File: src/aofs_pkg.sv
package aofs_pkg;
   localparam int NUM_OUT    = 4;
   localparam int CODE_W     = 5;
   localparam int SPD_W      = 16;
   localparam int TIME_W     = 16;
   localparam int CLK_HZ     = 50000000;
   // Control tick period in microseconds; one tick per 100 us
   localparam int TICK_US    = 100;
   localparam int TICK_CYC   = (CLK_HZ / 1000000) * TICK_US;
   // Timer settings count in 0.1 s units, contactor in ms
   localparam int TIMER_UNIT_MS = 100;
   localparam int TICKS_PER_MS  = 1000 / TICK_US;
   localparam logic [15:0] TIMER_DLY_DEF = 16'h0001;
   localparam logic [15:0] MC_DLY_DEF    = 16'h03e8;
   // Bands are in 0.1 percent of full scale
   localparam logic [15:0] BAND_DEF      = 16'h0005;
   localparam int BAND_DIV  = 1000;

   typedef enum logic [4:0] {
      FN_UNUSED  = 5'h00, FN_READY  = 5'h01, FN_ZERO   = 5'h02, FN_SPDSGN = 5'h03,
      FN_SPDABS  = 5'h04, FN_ARRIVE = 5'h05, FN_TIMER  = 5'h06, FN_UV     = 5'h07,
      FN_RUN     = 5'h08, FN_REGEN  = 5'h09, FN_OH     = 5'h0a, FN_AGREE  = 5'h0b,
      FN_TRQ     = 5'h0c, FN_TRQLIM = 5'h0d, FN_OVL    = 5'h0e, FN_STOP   = 5'h0f,
      FN_MC      = 5'h10, FN_FAN    = 5'h11, FN_LLS    = 5'h12, FN_STEADY = 5'h13,
      FN_BRAKE   = 5'h14, FN_ELEV1  = 5'h15, FN_ELEV2  = 5'h16, FN_ELEV3  = 5'h17
   } aofs_func_t;

   typedef enum logic [1:0] {
      CM_VF = 2'h0, CM_SLIP = 2'h1, CM_SPD_IM = 2'h2, CM_SPD_PM = 2'h3
   } aofs_ctrl_mode_t;

   typedef enum logic [1:0] {
      MC_OPEN = 2'h0, MC_CLOSING = 2'h1, MC_CLOSED = 2'h2, MC_OPENING = 2'h3
   } aofs_mc_state_t;

   typedef struct packed {
      logic ready, faultTrip, batteryRun, undervoltageWarning, running, stopped;
      logic regenerating, overheatWarning, overload, trqAtLimit, fanWarning;
      logic lightLoadSearchActive, brakeOpen, runCommand, ramping;
      logic [2:0] elevFlags;
   } aofs_status_t;

   typedef struct packed {
      logic signed [SPD_W-1:0] motorSpeed;
      logic signed [SPD_W-1:0] speedRef;
      logic        [SPD_W-1:0] maxSpeedSetting;
      logic        [SPD_W-1:0] torque;
   } aofs_meas_t;

   typedef struct packed {
      logic        [SPD_W-1:0] standstillLevel;
      logic        [15:0]      standstillBand;
      logic signed [SPD_W-1:0] speedThreshold;
      logic        [15:0]      speedThresholdBand;
      logic        [15:0]      arrivalBand;
      logic        [15:0]      agreementBand;
      logic        [SPD_W-1:0] torqueThreshold;
      logic        [15:0]      torqueThresholdBand;
      logic        [TIME_W-1:0] timerAssertDelay;
      logic        [TIME_W-1:0] timerReleaseDelay;
      logic        [TIME_W-1:0] contactorCloseDelay;
      logic        [TIME_W-1:0] contactorOpenDelay;
   } aofs_cfg_t;
endpackage : aofs_pkg

File: src/aofs_selector.sv
`timescale 1ns/1ps
`default_nettype none
// Notes on behaviour
// - Each terminal is driven while its selected condition holds, or while it is false if its polarity bit is set.
// - Function codes 1 to 20 choose ready through brake conditions.
// - Zero speed, agreement, torque and torque limit need closed-loop speed mode.
// - Codes 21 to 23 need the elevator module and elevator application.
// - An unused terminal stays at its polarity bit whatever the drive does.
// - Ready follows drive readiness and drops at once on a fault trip.
// - Ready stays on during battery running despite low link voltage.
// - Zero speed compares speed to a level with band of maximum speed.
// - Speed level detection is signed for code 3, magnitude for code 4.
// - Speed reached when speed is within a band of its reference.
// - Speed agreement flags speed leaving the reference band while ramping.
// - Timer output follows timer input with on and off delays.
// - Low voltage output follows the undervoltage warning.
// - Running output holds while the motor is driven.
// - Regenerating output is unavailable in open-loop control modes.
// - Overheat output follows the overheat warning.
// - Torque detection compares torque with a level and band.
// - Torque limit output holds while the speed controller saturates.
// - Stopped output holds in the stop state.
// - Contactor closes a delay before running and opens a delay after.
// - Without a contactor terminal both contactor delays are zero.
// - Steady output holds while running without ramping.
// - A polarity bit per terminal turns it normally closed.
module aofs_selector
   import aofs_pkg::*;
#(
   parameter int unsigned TICK_CYCLES = TICK_CYC
) (
   input  wire logic                        clk_sys,
   input  wire logic                        resetn,
   input  wire aofs_func_t                  funcSel [NUM_OUT],
   input  wire logic [NUM_OUT-1:0]          polarityInvert,
   input  wire aofs_ctrl_mode_t             ctrlMode,
   input  wire logic                        elevModuleFitted,
   input  wire logic                        appElevator,
   input  wire aofs_status_t                status,
   input  wire aofs_meas_t                  meas,
   input  wire aofs_cfg_t                   cfg,
   input  wire logic                        timerInput,
   output logic [NUM_OUT-1:0]               auxOutput,
   output logic                             runPermit,
   output logic [TIME_W-1:0]                contactorCloseEff,
   output logic [TIME_W-1:0]                contactorOpenEff
);
   initial begin
      if (TICK_CYCLES < 2) $error("TICK_CYCLES must be at least 2");
   end

   logic [1:0]  rstSync_q;
   logic        rstn;
   logic [31:0] tickCnt_q;
   logic        tick;
   logic [1:0]  timerSync_q;

   always_ff @(posedge clk_sys or negedge resetn) begin
      if (!resetn) rstSync_q <= 2'h0;
      else rstSync_q <= {rstSync_q[0], 1'b1};
   end
   assign rstn = rstSync_q[1];

   always_ff @(posedge clk_sys or negedge rstn) begin
      if (!rstn) tickCnt_q <= 32'h0;
      else if (tick) tickCnt_q <= 32'h0;
      else tickCnt_q <= tickCnt_q + 32'h1;
   end
   assign tick = (tickCnt_q == 32'(TICK_CYCLES - 1));

   // Timer input arrives from a pin
   always_ff @(posedge clk_sys or negedge rstn) begin
      if (!rstn) timerSync_q <= 2'h0;
      else timerSync_q <= {timerSync_q[0], timerInput};
   end

   // Band in 0.1 % units of a full-scale value
   function automatic logic [SPD_W-1:0] bandOf(input logic [15:0] band,
                                               input logic [SPD_W-1:0] full);
      logic [31:0] prod;
      prod = 32'(band) * 32'(full);
      return SPD_W'(prod / 32'(BAND_DIV));
   endfunction

   function automatic logic inBand(input logic signed [SPD_W:0] meas_v,
                                   input logic signed [SPD_W:0] lvl,
                                   input logic [SPD_W-1:0] bnd);
      logic signed [SPD_W+1:0] diff;
      logic signed [SPD_W+1:0] lim;
      diff = (SPD_W+2)'(meas_v) - (SPD_W+2)'(lvl);
      // Signed limit, else the compare turns unsigned and a negative diff fails
      lim  = signed'({2'b00, bnd});
      return (diff <= lim) && (diff >= -lim);
   endfunction

   function automatic logic [SPD_W:0] absOf(input logic signed [SPD_W-1:0] v);
      logic signed [SPD_W:0] w;
      w = (SPD_W+1)'(v);
      return (w < 0) ? (SPD_W+1)'(-w) : w;
   endfunction

   wire logic closedLoop = (ctrlMode == CM_SPD_IM) || (ctrlMode == CM_SPD_PM);
   wire logic openLoop   = (ctrlMode == CM_VF) || (ctrlMode == CM_SLIP);
   wire logic elevOk     = elevModuleFitted && appElevator;
   wire logic [SPD_W-1:0] fullSpd = meas.maxSpeedSetting;
   wire logic signed [SPD_W:0] spdS = (SPD_W+1)'(meas.motorSpeed);
   wire logic signed [SPD_W:0] refS = (SPD_W+1)'(meas.speedRef);

   // Combinational band checks, registered once per tick
   wire logic zeroHit  = inBand(absOf(meas.motorSpeed), {1'b0, cfg.standstillLevel},
                                bandOf(cfg.standstillBand, fullSpd));
   wire logic sgnHit   = inBand(spdS, (SPD_W+1)'(cfg.speedThreshold),
                                bandOf(cfg.speedThresholdBand, fullSpd));
   wire logic absHit   = inBand(absOf(meas.motorSpeed), absOf(cfg.speedThreshold),
                                bandOf(cfg.speedThresholdBand, fullSpd));
   wire logic arrHit   = inBand(spdS, refS, bandOf(cfg.arrivalBand, fullSpd));
   wire logic agrHit   = inBand(spdS, refS, bandOf(cfg.agreementBand, fullSpd));
   wire logic trqHit   = inBand({1'b0, meas.torque}, {1'b0, cfg.torqueThreshold},
                                bandOf(cfg.torqueThresholdBand, 16'h03e8));

   logic zero_q, sgn_q, abs_q, arr_q, agr_q, trq_q;
   always_ff @(posedge clk_sys or negedge rstn) begin
      if (!rstn) {zero_q, sgn_q, abs_q, arr_q, agr_q, trq_q} <= 6'h0;
      else if (tick) {zero_q, sgn_q, abs_q, arr_q, agr_q, trq_q} <=
         {zeroHit, sgnHit, absHit, arrHit, agrHit, trqHit};
   end

   // Timer function: delays counted in ticks
   logic        timerOut_q;
   logic [31:0] timerCnt_q;
   wire logic   timerIn    = timerSync_q[1];
   wire logic [31:0] onTicks  = 32'(cfg.timerAssertDelay)
                                * 32'(TIMER_UNIT_MS * TICKS_PER_MS);
   wire logic [31:0] offTicks = 32'(cfg.timerReleaseDelay)
                                * 32'(TIMER_UNIT_MS * TICKS_PER_MS);
   wire logic [31:0] timerTarget = timerIn ? onTicks : offTicks;
   always_ff @(posedge clk_sys or negedge rstn) begin
      if (!rstn) begin
         timerOut_q <= 1'b0;
         timerCnt_q <= 32'h0;
      end else if (timerIn == timerOut_q) begin
         timerCnt_q <= 32'h0;
      end else if (tick) begin
         if (timerCnt_q + 32'h1 >= timerTarget) begin
            timerOut_q <= timerIn;
            timerCnt_q <= 32'h0;
         end else begin
            timerCnt_q <= timerCnt_q + 32'h1;
         end
      end
   end

   // Contactor sequencing
   logic [NUM_OUT-1:0] mcAssignedVec;
   always_comb begin
      mcAssignedVec = '0;
      for (int i = 0; i < NUM_OUT; i++) mcAssignedVec[i] = (funcSel[i] == FN_MC);
   end
   wire logic mcUsed = |mcAssignedVec;
   wire logic [TIME_W-1:0] closeDly = mcUsed ? cfg.contactorCloseDelay : '0;
   wire logic [TIME_W-1:0] openDly  = mcUsed ? cfg.contactorOpenDelay  : '0;

   aofs_mc_state_t mcState_q, mcState_d;
   logic [31:0]    mcCnt_q;
   wire logic [31:0] mcTarget = 32'(mcState_q == MC_CLOSING ? closeDly : openDly)
                                * 32'(TICKS_PER_MS);
   wire logic mcDone = tick && (mcCnt_q + 32'h1 >= mcTarget);
   always_comb begin
      mcState_d = mcState_q;
      unique case (mcState_q)
         MC_OPEN:    if (status.runCommand) mcState_d = MC_CLOSING;
         MC_CLOSING: if (!status.runCommand) mcState_d = MC_OPEN;
                     else if (mcDone || closeDly == '0) mcState_d = MC_CLOSED;
         MC_CLOSED:  if (!status.runCommand && !status.running) mcState_d = MC_OPENING;
         MC_OPENING: if (status.runCommand) mcState_d = MC_CLOSED;
                     else if (mcDone || openDly == '0) mcState_d = MC_OPEN;
      endcase
   end
   always_ff @(posedge clk_sys or negedge rstn) begin
      if (!rstn) begin
         mcState_q <= MC_OPEN;
         mcCnt_q   <= 32'h0;
      end else begin
         mcState_q <= mcState_d;
         if (mcState_d != mcState_q) mcCnt_q <= 32'h0;
         else if (tick) mcCnt_q <= mcCnt_q + 32'h1;
      end
   end
   wire logic mcClosed = (mcState_q != MC_OPEN);
   wire logic permitD  = (mcState_d == MC_CLOSED);

   // Per-terminal condition decode
   function automatic logic condOf(input aofs_func_t f);
      logic c;
      c = 1'b0;
      case (f)
         FN_READY:  c = status.ready && !status.faultTrip
                        && (!status.undervoltageWarning || status.batteryRun);
         FN_ZERO:   c = closedLoop && zero_q;
         FN_SPDSGN: c = sgn_q;
         FN_SPDABS: c = abs_q;
         FN_ARRIVE: c = arr_q;
         FN_TIMER:  c = timerOut_q;
         FN_UV:     c = status.undervoltageWarning;
         FN_RUN:    c = status.running;
         FN_REGEN:  c = !openLoop && status.regenerating;
         FN_OH:     c = status.overheatWarning;
         FN_AGREE:  c = closedLoop && status.ramping && !agr_q;
         FN_TRQ:    c = closedLoop && trq_q;
         FN_TRQLIM: c = closedLoop && status.trqAtLimit;
         FN_OVL:    c = status.overload;
         FN_STOP:   c = status.stopped;
         FN_MC:     c = mcClosed;
         FN_FAN:    c = status.fanWarning;
         FN_LLS:    c = status.lightLoadSearchActive;
         FN_STEADY: c = status.running && !status.ramping;
         FN_BRAKE:  c = status.brakeOpen;
         FN_ELEV1:  c = elevOk && status.elevFlags[0];
         FN_ELEV2:  c = elevOk && status.elevFlags[1];
         FN_ELEV3:  c = elevOk && status.elevFlags[2];
         default:   c = 1'b0;
      endcase
      return c;
   endfunction

   logic [NUM_OUT-1:0] auxD;
   always_comb begin
      for (int i = 0; i < NUM_OUT; i++)
         auxD[i] = condOf(funcSel[i]) ^ polarityInvert[i];
   end

   always_ff @(posedge clk_sys or negedge rstn) begin
      if (!rstn) begin
         auxOutput         <= '0;
         runPermit         <= 1'b0;
         contactorCloseEff <= '0;
         contactorOpenEff  <= '0;
      end else begin
         auxOutput         <= auxD;
         runPermit         <= permitD;
         contactorCloseEff <= closeDly;
         contactorOpenEff  <= openDly;
      end
   end
endmodule : aofs_selector
`default_nettype wire

File: config.mk
export PLATFORM = sky130hd
export DESIGN_NAME = aofs_selector
export DESIGN_NICKNAME = d
export VERILOG_FILES = /design/src/aofs_pkg.sv /design/src/aofs_selector.sv
export SDC_FILE = /design/constraint.sdc
export NUM_CORES = 2
export LEC_CHECK = 0
export BUFFER_PORTS_ARGS = -buffer_cell sky130_fd_sc_hd__buf_2
export CAP_MARGIN = 20
export CORE_UTILIZATION = 59
export CTS_CLUSTER_DIAMETER = 40
export DETAILED_ROUTE_END_ITERATION = 8
export PLACE_DENSITY = 0.82
export SYNTH_ARGS = -nofsm -noshare
export SYNTH_HDL_FRONTEND = slang
export SYNTH_SLANG_ARGS = --single-unit
File: constraint.sdc
create_clock -name clk_sys -period 5.86 [get_ports clk_sys]
set_clock_uncertainty 0.1 [all_clocks]
set_input_delay 0.586 -clock clk_sys [delete_from_list [all_inputs] [get_ports clk_sys]]
set_output_delay 0.586 -clock clk_sys [all_outputs]
set_load 0.05 [all_outputs]
==> tab_implementation.tex, run 1 <==
\begin{tabular}{lr}
\hline
Metric & Value \\
\hline
\multicolumn{2}{l}{\textbf{Floorplanning}} \\
\quad Number of ports placed on the die boundary & 342 \\
\quad Site Rows & 144 \\
\quad Starting Density & 59.4\% \\
\quad Width of the die & 396 µm \\
\quad Die extent in y & 396 µm \\
\multicolumn{2}{l}{\textbf{Synth}} \\
\quad Average size of a mapped cell & 7.83 µm² \\
\quad Number of synthesized flops with an enable pin & 0 \\
\quad Post-synthesis share of cell area spent on xor and xnor gates & 7.56\% \\
\quad Largest family of logic cells by synthesized area & adder cells \\
\quad Number of distinct library cell variants in the gate-level netlist after synthesis & 169 \\
\quad Share of the synthesized area in the top cell type & 20.7\% \\
\quad Synthesized-area fraction occupied by and/or/nand/nor cells & 22.6\% \\
\quad Commonest register cell after synthesis & dfrtp\_1 \\
\quad Most area-consuming cells after synthesis & fa\_1 21\%, ha\_1 12\%, inv\_1 5.2\%, nand2\_1 5.2\%, xnor2\_1 4.8\% \\
\quad Synth Instances & 11700 \\
\quad Number of warnings printed during yosys synthesis & 0 \\
\quad \#FFs+latches synth & 146 \\
\quad Cell taking the most area after synthesis & fa\_1 \\
\quad Sequential fraction of the synthesis area & 4.00\% \\
\quad Complex-gate fraction of the synthesized area & 22.3\% \\
\quad Adder and majority cell fraction of the synthesized area & 33.4\% \\
\quad Cell Area, Synth & 91400 µm² \\
\quad Share of synthesized registers carrying an async set or reset & 100\% \\
\quad Portion of netlist area occupied by mux cells & 2.73\% \\
\multicolumn{2}{l}{\textbf{Placed design}} \\
\quad Gp weighted congestion & 1.01 \\
\quad Half-perimeter wire length of the detailed placement result & 267 mm \\
\quad Port Buffer Count & 340 \\
\quad Total placed cells including tap cells & 16900 \\
\multicolumn{2}{l}{\textbf{Status}} \\
\quad Last stage & 5\_1\_grt \\
\quad Result of the run & did not finish \\
\quad Error that stopped the run & [ERROR GRT-0232] Routing congestion too high. Check the congestion heatmap in the GUI. \\
\multicolumn{2}{l}{\textbf{STA}} \\
\quad Worst setup endpoint GRT & agr\_q\$\_DFFE\_PN0N\_/D \\
\quad Kind of the worst endpoint & sequential cell input \\
\multicolumn{2}{l}{\textbf{Clocking}} \\
\quad Clk sink count & 146 \\
\quad Maximum clock insertion buffer count & 2 \\
\quad Number of buffers created by CTS & 17 \\
\quad Maximum level of the CTS H-tree & 4 \\
\quad Library cell used as clock root buffer & clkbuf\_16 \\
\multicolumn{2}{l}{\textbf{Global routing}} \\
\quad Total gr overflow & 67 \\
\quad Total GRT Usage & 61.8\% \\
\quad Maximum number of pins on one net before global-route repair & 90 \\
\hline
\end{tabular}
-- cell usage after synthesis (28+ instances only) --
cell type / count
o211a_1: 33
a31o_2: 44
nor3_1: 241
nand2b_1: 102
nand3_1: 322
inv_1: 1276
o2111ai_1: 35
o31ai_1: 58
o221ai_1: 28
xnor2_1: 506
or3_1: 74
o22ai_1: 59
buf_2: 72
o21a_1: 81
nor2_1: 727
o21ai_1: 80
or2_2: 65
a211oi_1: 93
nand4_1: 168
a21oi_1: 563
dfrtp_1: 146
and3_1: 120
mux2_2: 74
nor2b_1: 91
nor4_1: 99
xor2_1: 237
a31oi_1: 127
o211ai_1: 104
and4_1: 41
ha_1: 912
and2_1: 605
nand2_1: 1275
a211o_1: 46
o21ai_0: 470
o32ai_1: 29
or4_1: 28
a21o_1: 193
mux2i_1: 112
fa_1: 944
o21bai_1: 57
clkbuf_1: 334
a22oi_1: 39
-- cells by family after synthesis --
group,after synthesis
mux,218
flops,146
fa+ha+maj,1881
simple gates,4120
buf+inv,1747
xor+xnor,764
compound gates,2799
other cells,2
-- metrics by stage --
| step | setup WS [ns] | cell area, µm² |
|---|---|---|
| after CTS | -16.91 | 128000 |
| after global placement | -17.90 | 121000 |
| after floorplan | -16.71 | 94600 |
| after detailed placement | -18.47 | 121000 |
-- routing by layer --
layer  overflow  track usage [%]
met3          2             36.2
met4         27             55.5
met1          5             63.7
met5          0             19.3
met2         33             86.1
-- timing repair --
action                                  4_1_cts
endpoints found under the setup margin       68
hold endpoints to repair                      2
hold buffers                                  1
pin swaps                                   446
setup buffers                               254
gates cloned                                 13
gates resized for setup                     815
==> run 2: changes to the inputs <==
--- a/config.mk
+++ b/config.mk
@@ -7,10 +7,9 @@
 export LEC_CHECK = 0
 export BUFFER_PORTS_ARGS = -buffer_cell sky130_fd_sc_hd__buf_2
 export CAP_MARGIN = 20
-export CORE_UTILIZATION = 59
-export CTS_CLUSTER_DIAMETER = 40
+export CORE_UTILIZATION = 40
 export DETAILED_ROUTE_END_ITERATION = 8
-export PLACE_DENSITY = 0.82
+export PLACE_DENSITY_LB_ADDON = 0.15
 export SYNTH_ARGS = -nofsm -noshare
 export SYNTH_HDL_FRONTEND = slang
 export SYNTH_SLANG_ARGS = --single-unit
==> tab_implementation.tex, run 2 <==
\begin{tabular}{lr}
\hline
Metric & Value \\
\hline
\multicolumn{2}{l}{\textbf{STA}} \\
\quad Slew margin rel. & 8.59\% \\
\quad Setup repair after global routing missed its margin & yes \\
\quad Max Freq & 43.5 MHz \\
\quad Smallest setup slack after layout & -17.13 ns \\
\quad Final-report hold violation count & 0 \\
\quad Actual slew at the worst max-slew pin & 1.37 ns \\
\quad Fraction of the cycle the final worst path needs & 392\% \\
\quad Final setup violating endpoints & 65 \\
\quad Final min period & 22.99 ns \\
\quad Number of max-slew violations in the final report & 0 \\
\multicolumn{2}{l}{\textbf{Detailed routing}} \\
\quad Post-detailed-route count of antenna-violating nets & 0 \\
\quad Number of vias per cell & 5.43 \\
\quad Total wire length & 336 mm \\
\quad \# DRC & 0 \\
\quad Average wire length per cell after detail routing & 18.1 µm \\
\quad Number of DRC markers in iteration 0 & 5139 \\
\quad First-pass iteration count of the detailed router & 6 \\
\quad Routed via count & 101000 \\
\multicolumn{2}{l}{\textbf{Global routing}} \\
\quad Total GRT Usage & 28.1\% \\
\quad Number of antenna violations at the first check in global routing & 60 \\
\quad Global routing usage on met2 & 49.0\% \\
\quad Maximum number of pins on one net before global-route repair & 61 \\
\quad Total gr overflow & 0 \\
\quad GRT met1 Usage & 36.9\% \\
\quad Number of global-route vias before repair & 102000 \\
\quad Most utilized layer in the global route result & met2 \\
\quad Wire length of the first global-routing pass & 534 mm \\
\quad Met3 capacity usage during global routing & 2.59\% \\
\multicolumn{2}{l}{\textbf{Clocking}} \\
\quad Maximum level of the CTS H-tree & 4 \\
\quad Library cell used as clock root buffer & clkbuf\_16 \\
\quad Maximum clock insertion buffer count & 2 \\
\quad Clk sink count & 146 \\
\quad Clock transition at path regs & 0.08 ns \\
\quad Clk\_lat worst skew & 0.46 ns \\
\quad Number of buffers created by CTS & 17 \\
\quad Clock tree from TritonCTS & yes \\
\multicolumn{2}{l}{\textbf{Cells and area}} \\
\quad Fin cells & 18500 \\
\quad Largest registers in the final layout & mcCnt\_q x32, tickCnt\_q x32, timerCnt\_q x32 \\
\quad \# nets final & 17600 \\
\quad Most frequent standard cell in the layout excluding fill and tap cells & buf\_4 \\
\quad Commonest non-fill, non-tap cells in the layout & 3686 x buf\_4, 1258 x inv\_1, 1242 x nand2\_1 \\
\quad Area growth from synthesis to layout & 48.6\% \\
\quad Share of post-route cells with drive strength above 1 & 38.8\% \\
\multicolumn{2}{l}{\textbf{Critical path}} \\
\quad Most used cell along the critical path & buf\_4 \\
\quad CP max-delay cell & or4b\_4 \\
\quad Critical Setup Path Class & input pin to flip-flop \\
\quad Maximum fanout along the worst path & 18 \\
\quad Sort of element at the start of the critical path & input pin \\
\quad Count of buffer and inverter cells on the critical path & 22 \\
\quad Largest incremental delay on the critical path & 0.61 ns \\
\quad Worst path arrival time & 23.25 ns \\
\quad Category of the worst setup path capture point & flip-flop \\
\quad Cell family contributing the most delay on the critical path & compound AO/OA/AOI/OAI gates \\
\quad Required time at the worst-slack endpoint & 6.12 ns \\
\multicolumn{2}{l}{\textbf{Floorplanning}} \\
\quad Site Rows & 175 \\
\quad Starting Density & 40.2\% \\
\quad Width of the die & 480 µm \\
\quad Placeable core area & 227000 µm² \\
\quad DIE AREA & 231000 µm² \\
\quad Die extent in y & 480 µm \\
\quad Number of ports placed on the die boundary & 342 \\
\multicolumn{2}{l}{\textbf{Placed design}} \\
\quad Gp weighted congestion & 0.953 \\
\quad Total placed cells including tap cells & 18000 \\
\quad Half-perimeter wire length of the detailed placement result & 277 mm \\
\quad Port Buffer Count & 340 \\
\multicolumn{2}{l}{\textbf{Synth}} \\
\quad Most frequently used cell type in the post-synthesis netlist & inv\_1 \\
\quad Synth Instances & 11700 \\
\quad Number of warnings printed during yosys synthesis & 0 \\
\quad Cell taking the most area after synthesis & fa\_1 \\
\quad Sequential fraction of the synthesis area & 4.00\% \\
\quad Average size of a mapped cell & 7.83 µm² \\
\quad Share of synthesized registers carrying an async set or reset & 100\% \\
\quad Post-synth top cells & 1276 x inv\_1, 1275 x nand2\_1, 944 x fa\_1, 912 x ha\_1, 727 x nor2\_1 \\
\quad Most area-consuming cells after synthesis & fa\_1 21\%, ha\_1 12\%, inv\_1 5.2\%, nand2\_1 5.2\%, xnor2\_1 4.8\% \\
\quad Cell Area, Synth & 91400 µm² \\
\quad \#FFs+latches synth & 146 \\
\quad Number of synthesized flops with an enable pin & 0 \\
\quad Commonest register cell after synthesis & dfrtp\_1 \\
\quad Number of distinct library cell variants in the gate-level netlist after synthesis & 169 \\
\quad Share of the synthesized area in the top cell type & 20.7\% \\
\multicolumn{2}{l}{\textbf{Status}} \\
\quad Result of the run & complete, but fails checks \\
\quad Violations in the final reports & negative setup slack \\
\multicolumn{2}{l}{\textbf{Hold path}} \\
\quad Worst min-delay path category & input pin to flip-flop \\
\multicolumn{2}{l}{\textbf{Job}} \\
\quad Number of max-cap violations & 0 \\
\hline
\end{tabular}
## run 2: repair_timing
item,CTS,global route
resized for setup,879,678
gates cloned,12,4
hold buffers,1,0
setup endpoints to repair,68,68
hold endpoints to repair,2,0
buffers inserted,256,203
pin swaps,535,577
## run 2: cells by family (layout without fill, tap and decap cells)
family                   after synthesis  count (layout)  share of synthesized area, %
XOR/XNOR                             764             764                          7.56
adder cells (fa/ha/maj)             1881            1881                          33.4
buffers and inverters               1747            5550                          7.40
other                                  2              25                       0.00821
flip-flops                           146             146                          4.00
AO/OA/AOI/OAI                       2799            2801                          22.3
AND/OR/NAND/NOR                     4120            4120                          22.6
multiplexers                         218             218                          2.73
## run 2: path summary, 6_finish.rpt
kind / startpoint / endpoint / slack, ns / cells after the start
max in group asynchronous: rstSync_q[1]$_DFF_PN0_ / timerCnt_q[24]$_DFFE_PN0P_ / 4.01 / 1
hold / removal: timerInput / timerSync_q[0]$_DFF_PN0_ / 0.12 / 1
setup / recovery: meas[20] / arr_q$_DFFE_PN0N_ / -17.13 / 108
hold reg to reg: rstSync_q[0]$_DFF_PN0_ / rstSync_q[1]$_DFF_PN0_ / 0.25 / 0
min in group asynchronous: rstSync_q[1]$_DFF_PN0_ / contactorOpenEff[9]$_DFF_PN0_ / 0.33 / 0
setup reg to reg: mcState_q[1]$_DFF_PN0_ / mcCnt_q[26]$_DFFE_PN0P_ / 0.02 / 31
## run 2: metrics by stage
| step | cell area, µm² | util (%) | setup WS (ns) | setup TNS (ns) | hold WS, ns |
|---|---|---|---|---|---|
| after global placement | 124000 | 54.4 | -18.29 | -176.37 | 0.238 |
| after detailed placement | 124000 | 54.4 | -18.47 | -180.80 | 0.235 |
| after CTS | 131000 | 57.6 | -16.96 | -136.52 | 0.0996 |
| after floorplan | 94600 | - | -16.71 | -119.05 | 0.190 |
| after global routing | 136000 | 59.8 | -18.12 | -157.49 | 0.115 |
| final | 136000 | 59.8 | -17.13 | -134.82 | 0.125 |
## run 2: cell type report
class	instances	area (µm²)
tap	3009	3760
inverter	1305	4950
timing repair buffer	4213	32500
clock buffer	17	425
antenna	22	55.1
sequential	146	3660
fill	20500	91400
clock inverter	15	185
multi-input combinational	9787	90400
## run 2: layer usage
metal	part of all wire (%)	up-vias	routed length (µm)
li1	-	48500	-
met1	44	49300	149000
met2	48	2237	163000
met3	4.3	497	14300
met4	2.8	44	9290
met5	0.080	-	269
Power of run 2 is not shown: default switching activity piles up to over one toggle a cycle in this logic, so the estimate is an artifact.
